<file path="config.mk">
export PLATFORM = sky130hd
export DESIGN_NAME = external_bus_mode_config
export DESIGN_NICKNAME = d
export VERILOG_FILES = /design/src/logic/ebm_pkg.sv /design/src/logic/port_three_if.sv /design/src/logic/external_bus_mode_config.sv /design/src/logic/port_three_mux.sv
export VERILOG_INCLUDE_DIRS = /design/src /design/src/logic
export SDC_FILE = /design/constraint.sdc
export NUM_CORES = 1
export LEC_CHECK = 0
export BUFFER_PORTS_ARGS = -buffer_cell sky130_fd_sc_hd__buf_4
export CELL_PAD_IN_SITES_DETAIL_PLACEMENT = 1
export CELL_PAD_IN_SITES_GLOBAL_PLACEMENT = 1
export CORE_UTILIZATION = 40
export CTS_CLUSTER_SIZE = 14
export DETAILED_ROUTE_END_ITERATION = 7
export GPL_ROUTABILITY_DRIVEN = 0
export GPL_TIMING_DRIVEN = 1
export PLACE_DENSITY_LB_ADDON = 0.1
export SETUP_SLACK_MARGIN = 0.15
export SYNTH_ARGS = -nofsm -noshare
export SYNTH_HDL_FRONTEND = slang
export SYNTH_SLANG_ARGS = --single-unit
</file>
<file path="constraint.sdc">
create_clock -name mclk -period 3.4 [get_ports mclk]
set_clock_uncertainty 0.2 [all_clocks]
set_input_delay 0.51 -clock mclk [delete_from_list [all_inputs] [get_ports mclk]]
set_output_delay 0.51 -clock mclk [all_outputs]
set_load 0.05 [all_outputs]
</file>
<file path="src/logic/ebm_consts.svh">
`ifndef EBM_CONSTS_SVH
`define EBM_CONSTS_SVH

// ==========================================================================
// register byte offsets
`define EBM_OFS_BUS_CONTROL   8'h00
`define EBM_OFS_MODE_CONTROL  8'h04
`define EBM_OFS_SYS_CTL_TWO   8'h08
`define EBM_OFS_P3_DATA       8'h0c
`define EBM_OFS_P3_DIR        8'h10
`define EBM_OFS_STATUS        8'h14

// ==========================================================================
// reset values
`define EBM_BUS_CONTROL_RST   8'hd7
`define EBM_P3_RST            8'h00

// ==========================================================================
// field positions
`define EBM_BCR_IDLE_RSVD     7
`define EBM_BCR_IDLE_RW       6
`define EBM_BCR_BURST_ROM     5
`define EBM_MODE_CONTROL_REG_EXPANSION_ENABLE         7
`define EBM_SYS2_HIE          0
`define EBM_EXT_ADDR_W        24

`endif

</file>
<file path="src/logic/ebm_pkg.sv">
`default_nettype none

package ebm_pkg;

  // ==========================================================================
  // port 3 pin function
  typedef enum logic [1:0] {
    p3_gpio      = 2'b00,
    p3_ext_data  = 2'b01,
    p3_host_data = 2'b11
  } p3_func_e;

  // ==========================================================================
  // direction of the last external bus cycle
  typedef enum logic [1:0] {
    last_none  = 2'b00,
    last_read  = 2'b01,
    last_write = 2'b11
  } last_cycle_e;

  // ==========================================================================
  // register bus answer sequence
  typedef enum logic [1:0] {
    bus_idle   = 2'b00,
    bus_answer = 2'b01
  } bus_state_e;

endpackage : ebm_pkg

`default_nettype wire

</file>
<file path="src/logic/port_three_if.sv">
`default_nettype none

interface port_three_if;
  ebm_pkg::p3_func_e func;
  logic [7:0]        gpio_data;
  logic [7:0]        gpio_dir;
  logic [7:0]        ext_dout;
  logic              ext_oe;
  logic [7:0]        host_dout;
  logic              host_oe;
  logic [7:0]        pin_out;
  logic [7:0]        pin_oe;

  modport ctrl (
    output func,
    output gpio_data,
    output gpio_dir,
    output ext_dout,
    output ext_oe,
    output host_dout,
    output host_oe,
    input  pin_out,
    input  pin_oe
  );

  modport mux (
    input  func,
    input  gpio_data,
    input  gpio_dir,
    input  ext_dout,
    input  ext_oe,
    input  host_dout,
    input  host_oe,
    output pin_out,
    output pin_oe
  );
endinterface : port_three_if

`default_nettype wire

</file>
<file path="src/logic/external_bus_mode_config.sv">
// Notes on behaviour
// mode pins 0,1 give normal cpu, rom off, expanded operation.
// pins 1,0 advanced, 1,1 normal; rom on, single-chip after reset.
// in modes 2 and 3 setting expansion_enable switches to expanded.
// board selects modes 1 to 3 only, pins held steady meanwhile.
// external address space is cut to 16 megabytes.
// bus_control loads d7 on reset and hardware standby only.
// software never writes 0 to bus_control bit 7.
// bit 6 set inserts one idle state between read and write cycles.
// bit 5 picks basic (0) or burst rom (1) interface for all space.
// expanded operation makes port 3 the external data bus.
// single-chip, host enable and slave mode make port 3 host bus.
// otherwise port 3 is gpio, direction bit 1 output, 0 input.
// other bus_control bits are plain storage with their reset values.
`default_nettype none
`include "ebm_consts.svh"

module external_bus_mode_config (
  input  wire logic        mclk,
  input  wire logic        rst_n,
  input  wire logic        ce,
  input  wire logic [7:0]  address,
  input  wire logic        read,
  input  wire logic        write,
  input  wire logic [31:0] writedata,
  input  wire logic [3:0]  byteenable,
  output logic      [31:0] readdata,
  output logic             waitrequest,
  input  wire logic        mode_pin_hi,
  input  wire logic        mode_pin_lo,
  input  wire logic        hw_standby,
  input  wire logic        slave_mode,
  input  wire logic [31:0] cpu_addr,
  input  wire logic        ext_cycle_req,
  input  wire logic        ext_cycle_read,
  input  wire logic [7:0]  ext_data_wr,
  input  wire logic        ext_data_drive,
  input  wire logic [7:0]  host_data_bus_wr,
  input  wire logic        host_data_bus_drive,
  input  wire logic [7:0]  p3_pin_in,
  output logic      [7:0]  p3_pin_out,
  output logic      [7:0]  p3_pin_oe,
  output logic      [7:0]  p3_pin_rd,
  output logic      [`EBM_EXT_ADDR_W-1:0] ext_addr,
  output logic             ext_cycle_go,
  output logic             ext_idle_state,
  output logic             cpu_advanced,
  output logic             rom_enable,
  output logic             expanded,
  output logic             burst_rom,
  output logic             mode_illegal
);

  // ==========================================================================
  // pin synchronisers
  logic [1:0] mode_meta;
  logic [1:0] mode_sync;
  logic       stby_meta;
  logic       stby_sync;
  logic [7:0] p3_meta;

  always_ff @(posedge mclk or negedge rst_n) begin
    if (!rst_n) begin
      mode_meta <= 2'h0;
      mode_sync <= 2'h0;
      stby_meta <= 1'b0;
      stby_sync <= 1'b0;
      p3_meta   <= 8'h00;
      p3_pin_rd <= 8'h00;
    end else if (ce) begin
      mode_meta <= {mode_pin_hi, mode_pin_lo};
      mode_sync <= mode_meta;
      stby_meta <= hw_standby;
      stby_sync <= stby_meta;
      p3_meta   <= p3_pin_in;
      p3_pin_rd <= p3_meta;
    end
  end

  // ==========================================================================
  // register bus
  ebm_pkg::bus_state_e bus_state;
  ebm_pkg::bus_state_e next_bus_state;
  logic [7:0]  bus_control;
  logic [7:0]  next_bus_control;
  logic        expansion_enable;
  logic        next_expansion_enable;
  logic        host_iface_enable;
  logic        next_host_iface_enable;
  logic [7:0]  port_three_data;
  logic [7:0]  next_port_three_data;
  logic [7:0]  port_three_direction;
  logic [7:0]  next_port_three_direction;
  logic [31:0] next_readdata;
  logic        next_waitrequest;
  logic        wr_take;
  logic [7:0]  status_word;
  logic        single_chip_mode;
  ebm_pkg::p3_func_e p3_func;

  // modes 2 and 3 are the only ones with a single-chip phase
  assign single_chip_mode = mode_sync[1];
  assign wr_take = write && !waitrequest && byteenable[0];
  assign status_word = {p3_func, 2'b00, mode_illegal, expanded,
                        rom_enable, cpu_advanced};

  always_comb begin
    next_bus_state            = bus_state;
    next_waitrequest          = 1'b1;
    next_readdata             = readdata;
    next_bus_control          = bus_control;
    next_expansion_enable     = expansion_enable;
    next_host_iface_enable    = host_iface_enable;
    next_port_three_data      = port_three_data;
    next_port_three_direction = port_three_direction;
    unique case (bus_state)
      ebm_pkg::bus_idle: begin
        if (read || write) begin
          next_bus_state   = ebm_pkg::bus_answer;
          next_waitrequest = 1'b0;
          next_readdata    = 32'h0;
          unique case (address)
            `EBM_OFS_BUS_CONTROL:
              next_readdata[7:0] = bus_control;
            `EBM_OFS_MODE_CONTROL:
              next_readdata[7:0] = {expansion_enable, 5'h00, mode_sync};
            `EBM_OFS_SYS_CTL_TWO:
              next_readdata[7:0] = {7'h00, host_iface_enable};
            `EBM_OFS_P3_DATA:
              next_readdata[7:0] = port_three_data;
            `EBM_OFS_P3_DIR:
              next_readdata[7:0] = port_three_direction;
            `EBM_OFS_STATUS:
              next_readdata[7:0] = status_word;
            default:
              next_readdata = 32'h0;
          endcase
        end
      end
      ebm_pkg::bus_answer: begin
        next_bus_state = ebm_pkg::bus_idle;
        if (wr_take) begin
          unique case (address)
            `EBM_OFS_BUS_CONTROL:
              next_bus_control = writedata[7:0];
            `EBM_OFS_MODE_CONTROL:
              if (single_chip_mode)
                next_expansion_enable = writedata[`EBM_MODE_CONTROL_REG_EXPANSION_ENABLE];
            `EBM_OFS_SYS_CTL_TWO:
              next_host_iface_enable = writedata[`EBM_SYS2_HIE];
            `EBM_OFS_P3_DATA:
              next_port_three_data = writedata[7:0];
            `EBM_OFS_P3_DIR:
              next_port_three_direction = writedata[7:0];
            default: begin
            end
          endcase
        end
      end
      default: next_bus_state = ebm_pkg::bus_idle;
    endcase
    // hardware standby reloads bus_control; software standby has no input
    if (stby_sync)
      next_bus_control = `EBM_BUS_CONTROL_RST;
  end

  always_ff @(posedge mclk or negedge rst_n) begin
    if (!rst_n) begin
      bus_state            <= ebm_pkg::bus_idle;
      waitrequest          <= 1'b1;
      readdata             <= 32'h0;
      bus_control          <= `EBM_BUS_CONTROL_RST;
      expansion_enable     <= 1'b0;
      host_iface_enable    <= 1'b0;
      port_three_data      <= `EBM_P3_RST;
      port_three_direction <= `EBM_P3_RST;
    end else if (ce) begin
      bus_state            <= next_bus_state;
      waitrequest          <= next_waitrequest;
      readdata             <= next_readdata;
      bus_control          <= next_bus_control;
      expansion_enable     <= next_expansion_enable;
      host_iface_enable    <= next_host_iface_enable;
      port_three_data      <= next_port_three_data;
      port_three_direction <= next_port_three_direction;
    end
  end

  // ==========================================================================
  // mode decode
  ebm_pkg::p3_func_e next_p3_func;
  logic next_cpu_advanced;
  logic next_rom_enable;
  logic next_expanded;
  logic next_mode_illegal;

  always_comb begin
    next_mode_illegal = 1'b0;
    unique case (mode_sync)
      2'b01: begin
        next_cpu_advanced = 1'b0;
        next_rom_enable   = 1'b0;
        next_expanded     = 1'b1;
      end
      2'b10: begin
        next_cpu_advanced = 1'b1;
        next_rom_enable   = 1'b1;
        next_expanded     = expansion_enable;
      end
      2'b11: begin
        next_cpu_advanced = 1'b0;
        next_rom_enable   = 1'b1;
        next_expanded     = expansion_enable;
      end
      default: begin
        // the board must never strap this; stay single-chip and flag it
        next_cpu_advanced = 1'b0;
        next_rom_enable   = 1'b1;
        next_expanded     = 1'b0;
        next_mode_illegal = 1'b1;
      end
    endcase
    if (next_expanded)
      next_p3_func = ebm_pkg::p3_ext_data;
    else if (host_iface_enable && slave_mode)
      next_p3_func = ebm_pkg::p3_host_data;
    else
      next_p3_func = ebm_pkg::p3_gpio;
  end

  always_ff @(posedge mclk or negedge rst_n) begin
    if (!rst_n) begin
      cpu_advanced <= 1'b0;
      rom_enable   <= 1'b1;
      expanded     <= 1'b0;
      mode_illegal <= 1'b0;
      p3_func      <= ebm_pkg::p3_gpio;
      burst_rom    <= 1'b0;
      ext_addr     <= '0;
    end else if (ce) begin
      cpu_advanced <= next_cpu_advanced;
      rom_enable   <= next_rom_enable;
      expanded     <= next_expanded;
      mode_illegal <= next_mode_illegal;
      p3_func      <= next_p3_func;
      burst_rom    <= bus_control[`EBM_BCR_BURST_ROM];
      // upper address bits never leave the chip
      ext_addr     <= cpu_addr[`EBM_EXT_ADDR_W-1:0];
    end
  end

  // ==========================================================================
  // idle state insertion between external cycles of opposite direction
  ebm_pkg::last_cycle_e last_cycle;
  ebm_pkg::last_cycle_e next_last_cycle;
  logic next_cycle_go;
  logic next_idle_state;
  logic dir_change;

  assign dir_change =
    (last_cycle == ebm_pkg::last_read  && !ext_cycle_read) ||
    (last_cycle == ebm_pkg::last_write &&  ext_cycle_read);

  always_comb begin
    next_last_cycle = last_cycle;
    next_cycle_go   = 1'b0;
    next_idle_state = 1'b0;
    // requester drops its request after seeing go, so skip that cycle
    if (ext_cycle_req && !ext_cycle_go && expanded) begin
      if (bus_control[`EBM_BCR_IDLE_RW] && dir_change && !ext_idle_state)
        next_idle_state = 1'b1;
      else begin
        next_cycle_go   = 1'b1;
        next_last_cycle = ext_cycle_read ? ebm_pkg::last_read
                                         : ebm_pkg::last_write;
      end
    end
  end

  always_ff @(posedge mclk or negedge rst_n) begin
    if (!rst_n) begin
      last_cycle     <= ebm_pkg::last_none;
      ext_cycle_go   <= 1'b0;
      ext_idle_state <= 1'b0;
    end else if (ce) begin
      last_cycle     <= next_last_cycle;
      ext_cycle_go   <= next_cycle_go;
      ext_idle_state <= next_idle_state;
    end
  end

  // ==========================================================================
  // port 3 pins
  port_three_if p3 ();

  assign p3.func      = p3_func;
  assign p3.gpio_data = port_three_data;
  assign p3.gpio_dir  = port_three_direction;
  assign p3.ext_dout  = ext_data_wr;
  assign p3.ext_oe    = ext_data_drive;
  assign p3.host_dout = host_data_bus_wr;
  assign p3.host_oe   = host_data_bus_drive;
  assign p3_pin_out   = p3.pin_out;
  assign p3_pin_oe    = p3.pin_oe;

  port_three_mux u_port_three_mux (
    .mclk  (mclk),
    .rst_n (rst_n),
    .ce    (ce),
    .p3    (p3.mux)
  );

endmodule : external_bus_mode_config

`default_nettype wire

</file>
<file path="src/logic/port_three_mux.sv">
`default_nettype none

module port_three_mux (
  input wire logic    mclk,
  input wire logic    rst_n,
  input wire logic    ce,
  port_three_if.mux   p3
);

  logic [7:0] next_pin_out;
  logic [7:0] next_pin_oe;
  logic [7:0] pin_out_q;
  logic [7:0] pin_oe_q;

  // ==========================================================================
  // pin steering
  always_comb begin
    unique case (p3.func)
      ebm_pkg::p3_ext_data: begin
        next_pin_out = p3.ext_dout;
        next_pin_oe  = {8{p3.ext_oe}};
      end
      ebm_pkg::p3_host_data: begin
        next_pin_out = p3.host_dout;
        next_pin_oe  = {8{p3.host_oe}};
      end
      default: begin
        next_pin_out = p3.gpio_data;
        next_pin_oe  = p3.gpio_dir;
      end
    endcase
  end

  // registered so the pins never glitch while the function changes
  always_ff @(posedge mclk or negedge rst_n) begin
    if (!rst_n) begin
      pin_out_q <= 8'h00;
      pin_oe_q  <= 8'h00;
    end else if (ce) begin
      pin_out_q <= next_pin_out;
      pin_oe_q  <= next_pin_oe;
    end
  end

  assign p3.pin_out = pin_out_q;
  assign p3.pin_oe  = pin_oe_q;

endmodule : port_three_mux

`default_nettype wire
</file>
* Word-level counts from Yosys, hierarchy flattened *
Index checks and enable logic that the tools add are counted.
W data, S select, Z words.

storage, ports and cells
  register bits = 110
  word-level logic and storage cells = 93
  output and inout bits = 88
  input bits = 113

cells by class
  reduce and logical (&&, ||, !) cells = 30
  equal/unequal tests = 14
  bitwise operators = 1
  mux-type cells = 22

operator list
  cell                  count
  $pmux W8 S6           1
  $mux W8               4
  $pmux W8 S2           2
  $eq A8 B4 Y1 const B  2
  $eq A8 B5 Y1 const B  2
  $reduce_and A4 Y1     4
  $mux W2               5
  $logic_and A1 B1 Y1   9
  $mux W1               9
  $eq A2 B1 Y1 const B  4
  $eq A2 B2 Y1 const B  4
  $eq A8 B3 Y1 const B  1
  $logic_not A8 Y1      1
  $reduce_and A3 Y1     2
  $reduce_bool A2 Y1    3
  $reduce_and A5 Y1     1
  $logic_not A1 Y1      4
  $reduce_or A3 Y1      1
  $logic_not A2 Y1      1
  $logic_or A1 B1 Y1    2
  $ne A2 B2 Y1 const B  1
  $pmux W1 S2           1
  $reduce_and A2 Y1     1
  $reduce_or A2 Y1      1
  $not A1 Y1            1

* Longest topological paths before layout *
Gate-level depths: netlist of run 1.

  depth after elaboration = 7
  depth in mapped cells = 6
  mapped depth without buffers = 4

* By module *
From an unflattened synthesis of run 1, not the netlist that was laid out.

unflattened totals
  cell total of the unflattened synthesis = 389
  area total of the unflattened synthesis = 4983.5 um^2

by module, submodules not included
  module                    sequential area each (um^2)  area each (um^2)  times used  cells each
  external_bus_mode_config  2337.2                       4048.9            1           309
  port_three_mux            400.4                        934.6             1           80

* Worst setup path before layout of run 1 *
No wires, ideal clock.

  kind = input to register
  start point = input port address[1]
  end point = register port_three_direction[0] (netlist: p3.gpio_dir[0])
  stages on the path = 6
  setup time = 0.125 ns
  arrival time = 1.954 ns
  required time = 3.075 ns
  path slack = 1.121 ns
  buffers on the path = 2
  cells stage by stage = nor4_2 -> nand2b_1 -> buf_2 -> or4_4 -> buf_6 -> mux2_4

on the way
  word-level cells in the longest chain between the ends = 2

ends and longest elaborated chain
  element                             RTL line                         source
  start: declaration                  external_bus_mode_config.sv:22   input wire logic [7:0] address,
  $eq A8 B5 Y1                        external_bus_mode_config.sv:143  unique case (address)
  $reduce_and A4 Y1 (no source line)  --
  end signal: assignment              external_bus_mode_config.sv:176  port_three_direction <= `EBM_P3_RST;
  end signal: assignment              external_bus_mode_config.sv:185  port_three_direction <= next_port_three_direction;
  end: declaration                    external_bus_mode_config.sv:92   logic [7:0] port_three_direction;

No other way between the ends.
A chain may end at the register's enable or synchronous reset.

* Worst setup path after layout of run 1 *
  start point = input port ce
  end point = register readdata[6]

on the way
  word-level cells in the longest chain between the ends = 1

ends and longest elaborated chain
  element                             RTL line                         source
  start: declaration                  external_bus_mode_config.sv:21   input wire logic ce,
  $reduce_and A3 Y1 (no source line)  --
  end signal: assignment              external_bus_mode_config.sv:180  readdata <= next_readdata;
  end: declaration                    external_bus_mode_config.sv:27   output logic [31:0] readdata,

No other way between the ends.

==> qor.yml, run 1 <==
synth_warnings: 0
dp_slack_ns: 0.754
drt-total-wl_mm: 11.5
synth_top_area_cell: "dfrtp_1"
yosys.area_share.adder: 0
vias_per_cell: 5.07
synth_top_area_frac: 0.519
clkLatencyLatePin_ns: 0.34
first_global_vias: 3655
clk_pin_slew_worst_paths_ns: 0.07
finalSetupViolCount: 0
placed_cell_area_um2: 5960
nets: 637
startpoint_type: "primary input"
ant_nets: 0
wl_per_cell_um: 17.0
synth-seq-area-share: 0.563
required_ns: 3.48
htree_levels: 3
r2r_start: "waitrequest"
maxCapViolations: 0
synth-seq-cells: 109
ff2ff_path_depth: 4
async_reset_ff_frac: 1.00
clockBufferDepth: 2
r2r_setup_slack_ns: 1.17
core-area_um2: 11600
drt-initial-drc-count: 136
io_pins: 201
reg2reg_to: "p3.gpio_data[4]"
syn-cell-area_um2: 4870
powerDensity_nw_per_um2: 555
fmax_mhz: 443
cts_post_setup_buffers_inserted: 0
slowest_stage: "o211ai_1"
finalWorstSetupSlack_ns: 1.14
clockRootBuffer: "clkbuf_16"
cp_max_fo: 53
dieArea_um2: 12600
synth_top_family_by_area: "multiplexers"
synth_edf_count: 0
min_period_over_period: 0.664
dp.cells: 656
crit_path_frequent_cell: "buf_4"
cts_hold_buf: 0
postLayoutCoreUtil: 0.541
synth_simple_gate_area_share: 0.0653
postSynthCellCount: 390
grt_pass1_wl_mm: 18.9
cts_buffers: 9
synthFlopType: "dfrtp_1"
relSlewSlack: 0.361
crit_path_end: "readdata[6]"
finalSetupTns_ns: 0
synth-xor-area-share: 0.00180
stdcell_area_um2: 6280
cts_resized: 0
start_util: 0.419
fillers: 1260
final_hold_viol_count: 0
grt_usage: 0.194
layout.cells.non_filler: 672
synth_area_leaders: "dfrtp_1 52%, mux2_2 15%, dfstp_2 4.3%"
dr.pass1.iters: 6
port_buffers: 141
worst_pin_slew_ns: 0.955
violations: "DRC"
die_x_um: 112
hpwlAfterDp_mm: 8.46
crit_start: "ce"
grt_max_degree: 59
synth.most_common_cell: "dfrtp_1"
grt.overflow.total: 0
rsz0062_at_grt: "no"
ys_types: 46
worst-setup-path-type: "in -> reg"
area_growth_pct: 29.1
antenna_found_initial: 0
status: "finished with violations"
crit_chain: "buf_4 -> buf_4 -> o211ai_1 -> a211oi_1 -> a22o_1"
cts_sinks: 109
synthTopCellsByCount: "101 x dfrtp_1, 65 x mux2_2, 32 x nor2_1, 24 x buf_4, 21 x a21oi_1"
antenna_cells: 0
post-route-drc-count: 10
row_count: 39
avgSynthCellArea_um2: 12.5
hold_path.class: "in -> async"
die_h_um: 112
max_stage_delay_ns: 0.54
end_kind: "flip-flop"
cp.arrival_ns: 2.34
drv_slew: 0
drive_gt1_frac: 0.465
vias: 3408
period_minus_slack_ns: 2.26
vdd_drop_max_v: 0.000298
synthMuxAreaShare: 0.223
leakagePower_nw: 2.97
synth_compound_area_frac: 0.0802
tritoncts: "done"
-- stage by stage --
step / hold slack [ns] / power (mW)
after floorplan: 0.0144 / 2.10
after global placement: 0.254 / 2.38
after detailed placement: 0.256 / 2.40
after CTS: 0.0723 / 3.53
after global routing: 0.102 / 3.64
final: 0.0412 / 3.49
-- final cells by class --
class	count	area [um^2]	area share
Sequential cell	109	2740	0.436
Multi-Input combinational cell	245	1890	0.301
Timing Repair Buffer	145	1100	0.175
Clock buffer	12	246	0.0392
Tap cell	143	179	0.0285
Clock inverter	4	72.6	0.0115
Inverter	14	52.6	0.00836
-- power breakdown --
group          total (mW)  internal (mW)  leakage (nW)  switching (mW)
Combinational       0.864          0.296          1.48           0.568
Sequential           1.50           1.42          1.35          0.0868
Clock                1.12          0.665         0.153           0.454
-- flip-flops by register name, summed over array words and instances, names as in the netlist, 2 cells and up --
signal                       flops
ext_addr                        24
bus_control                      8
p3.gpio_data                     8
p3.gpio_dir                      8
p3_meta                          8
p3_pin_rd                        8
readdata                         8
u_port_three_mux.p3.pin_oe       8
u_port_three_mux.p3.pin_out      8
last_cycle                       2
mode_meta                        2
mode_sync                        2
p3.func                          2
-- critical path, delay by kind of cell --
kind / cells / cell delay [ns]
AO/OA/AOI/OAI: 3 / 1.27
buffers and inverters: 2 / 0.57
-- kinds of logic (layout without fill, tap and decap cells) --
logic type,Yosys count,count (layout)
buffers and inverters,59,175
flip-flops,109,109
AND/OR/NAND/NOR,65,65
AO/OA/AOI/OAI,61,61
other,1,24
XOR/XNOR,1,1
multiplexers,94,94
-- placed cells by master, fill, tap and decap left out, types with 3 or more instances in the layout --
master and instances:
buf_4 144, dfrtp_1 101, mux2_2 65, nor2_1 32, conb_1 24, a21oi_1 21
mux2i_1 19, inv_1 13, nand2_1 12, clkbuf_16 9, o21ai_0 8, mux2_4 8
dfstp_2 8, o22a_1 5, a22o_1 4, a22oi_1 4, o22ai_1 4, nand3_1 3
nor4_1 3
-- per-layer routing --
metal,wire length [um],part of all wire,track usage,vias up
li1,-,-,-,1597
met1,4760,0.42,0.243,1708
met2,5910,0.52,0.330,94
met3,666,0.058,0.0556,9
met4,112,0.0098,0.0489,0
met5,0,0,0,-
-- worst min path at each step --
stage	start	to	slack, ns	depth (start not counted)
after floorplan	rst_n	burst_rom	0.01	0
after global placement	last_cycle[0]	last_cycle[0]	0.25	1
after detailed placement	last_cycle[0]	last_cycle[0]	0.26	1
after CTS	rst_n	u_port_three_mux.p3.pin_out[1]	0.07	1
after global routing	rst_n	ext_addr[7]	0.10	1
final	rst_n	ext_addr[9]	0.04	1
(Power assumes the default switching activity.)
==> run 2: changes to the inputs <==
--- a/config.mk
+++ b/config.mk
@@ -6,10 +6,11 @@
 export SDC_FILE = /design/constraint.sdc
 export NUM_CORES = 1
 export LEC_CHECK = 0
+export ABC_AREA = 1
 export BUFFER_PORTS_ARGS = -buffer_cell sky130_fd_sc_hd__buf_4
 export CELL_PAD_IN_SITES_DETAIL_PLACEMENT = 1
 export CELL_PAD_IN_SITES_GLOBAL_PLACEMENT = 1
-export CORE_UTILIZATION = 40
+export CORE_UTILIZATION = 34
 export CTS_CLUSTER_SIZE = 14
 export DETAILED_ROUTE_END_ITERATION = 7
 export GPL_ROUTABILITY_DRIVEN = 0
==> constraint.sdc (replaced) <==
create_clock -name mclk -period 2.2 [get_ports mclk]
set_clock_uncertainty 0.2 [all_clocks]
set_input_delay 0.33 -clock mclk [delete_from_list [all_inputs] [get_ports mclk]]
set_output_delay 0.33 -clock mclk [all_outputs]
set_load 0.05 [all_outputs]
==> qor.yml, run 2 <==
finalSetupViolCount: 0  # unchanged
powerDensity_nw_per_um2: 736  # +33%
rsz0062_at_grt: "no"
relSlewSlack: 0.610  # +0.249
core-area_um2: 13900  # +20%
startpoint_type: "flip-flop"
ant_nets: 0  # unchanged
worst_pin_slew_ns: 0.581  # -0.374 ns
dieArea_um2: 14700  # +17%
vdd_drop_max_v: 0.000317  # +6.4%
antenna_found_initial: 0  # unchanged
row_count: 43  # +10%
io_pins: 201  # unchanged
drt-total-wl_mm: 14.2  # +24%
fillers: 1658  # +32%
timing.hold.ws_ns: 0.0131  # -0.0281 ns
fmax_mhz: 536
die_h_um: 121  # +8.1%
regMostFlops: "ext_addr"
nets: 870  # +37%
drv_slew: 0  # unchanged
min_period_over_period: 0.848
placed_cell_area_um2: 6070  # +1.8%
drive_gt1_frac: 0.245  # -0.220
vias: 4486  # +32%
tritoncts: "done"
worst-setup-path-type: "reg -> reg"
syn-cell-area_um2: 4850  # -0.33%
first_global_vias: 4785  # +31%
mostFrequentLayoutCells: "181 x nand2_1, 150 x buf_4, 101 x dfrtp_1"
clk_pin_slew_worst_paths_ns: 0.07  # about the same
grt.overflow.total: 0  # unchanged
synth_top_area_cell: "dfrtp_1"
maxCapViolations: 0  # unchanged
final_hold_viol_count: 0  # unchanged
drt-initial-drc-count: 175  # +29%
clockBufferDepth: 2  # unchanged
stdcell_area_um2: 6760  # +7.6%
synth-seq-area-share: 0.564  # +0.00189
grt_pass1_wl_mm: 23.7  # +25%
end_kind: "flip-flop"
synth_warnings: 0  # unchanged
largest_reg_flops: 24  # unchanged
cts_resized: 0  # unchanged
post-route-drc-count: 0  # -10
leakagePower_nw: 3.48  # +17%
htree_levels: 3  # unchanged
finalSetupTns_ns: 0  # unchanged
cts_buffers: 9  # unchanged
synth_area_leaders: "dfrtp_1 52%, nand2_1 14%, nand3_1 4.7%"
vias_per_cell: 4.76  # -6.1%
synth-seq-cells: 109  # unchanged
avgSynthCellArea_um2: 8.43  # -32%
clockRootBuffer: "clkbuf_16"
start_util: 0.349  # -0.0696
synth.most_common_cell: "nand2_1"
hold_path.class: "in -> reg"
cp.arrival_ns: 1.89  # -0.45 ns
dr.pass1.iters: 4  # -2
required_ns: 2.23  # -1.25 ns
antenna_cells: 0  # unchanged
total_power_mw: 4.98  # +43%
status: "completed"
async_reset_ff_frac: 1.00  # unchanged
final_common_cell: "nand2_1"
ys_types: 32  # -30%
synth_top_area_frac: 0.521  # +0.00174
cp_max_fo: 16  # -70%
die_x_um: 121  # +8.1%
grt_usage: 0.210  # +0.0160
synth_edf_count: 0  # unchanged
wl_per_cell_um: 15.1  # -12%
hpwlAfterDp_mm: 9.92  # +17%
postSynthCellCount: 575  # +47%
clkLatencyLatePin_ns: 0.35  # about the same
period_minus_slack_ns: 1.87
synthFlopType: "dfrtp_1"
cts_sinks: 109  # unchanged
grt_max_degree: 67  # +14%
synthTopCellsByCount: "181 x nand2_1, 101 x dfrtp_1, 46 x nand3_1, 43 x nor2_1, 41 x inv_1"
port_buffers: 141  # unchanged
area_growth_pct: 39.4
run 2: final cells by class:
class	count	area [um^2]	area share
clock inverter	4	22.5	0.00333
clock buffer	12	256	0.0379
multi-input combinational	397	1750	0.259
timing repair buffer	194	1600	0.236
sequential	109	2740	0.405
inverter	46	173	0.0255
tap	180	225	0.0333
run 2: power breakdown:
group	total [mW]	internal [mW]	switching (mW)
clock network	1.55	0.825	0.720
registers	2.24	2.15	0.0916
logic	1.19	0.383	0.808
total	4.98	3.36	1.62
run 2: timing repair:
| action | 4_1_cts | 5_1_grt |
|---|---|---|
| hold buffers | 41 | 0 |
| hold endpoints to repair | 67 | 0 |
| setup endpoints to repair | 0 | 0 |
| setup buffers | 0 | 0 |
run 2: final timing paths:
check	from	to	slack (ns)	cells past startpoint
max	waitrequest	p3.gpio_data[4]	0.33	6
max reg2reg	waitrequest	p3.gpio_data[4]	0.33	6
max in group asynchronous	rst_n	bus_control[4]	0.87	3
min reg2reg	mode_sync[0]	rom_enable	0.24	1
min in group asynchronous	rst_n	u_port_three_mux.p3.pin_oe[6]	0.27	2
min	writedata[7]	p3.gpio_dir[7]	0.01	3
run 2: logic make-up after synthesis:
logic type	count (synthesis)	synth area share
AOI/OAI and AO/OA	91	0.0998
and+or+nand+nor	281	0.241
other	1	0.000773
buffers and inverters	92	0.0921
DFF	109	0.564
xor gates and xnor gates	1	0.00181
run 2: stage by stage:
step,std cells,setup slack (ns),util
2_1_floorplan,598,0.538,-
3_3_place_gp,885,0.308,0.438
3_5_place_dp,885,0.289,0.438
4_1_cts,942,0.308,0.487
5_1_grt,942,0.186,0.487
6_report,942,0.333,0.487
run 2: critical path, cell delays in order, from the launching register on:
cell and delay (ns):
dfstp_2 0.37, inv_1 0.06, nand3_1 0.11, nor3_4 0.31, nand4_2 0.45, nand2_1 0.17, o21ai_1 0.08
run 2: layer usage:
metal	GRT usage	wire [um]
met5	0	0
met4	0.0833	306
met3	0.0479	714
met2	0.361	7220
met1	0.253	5950
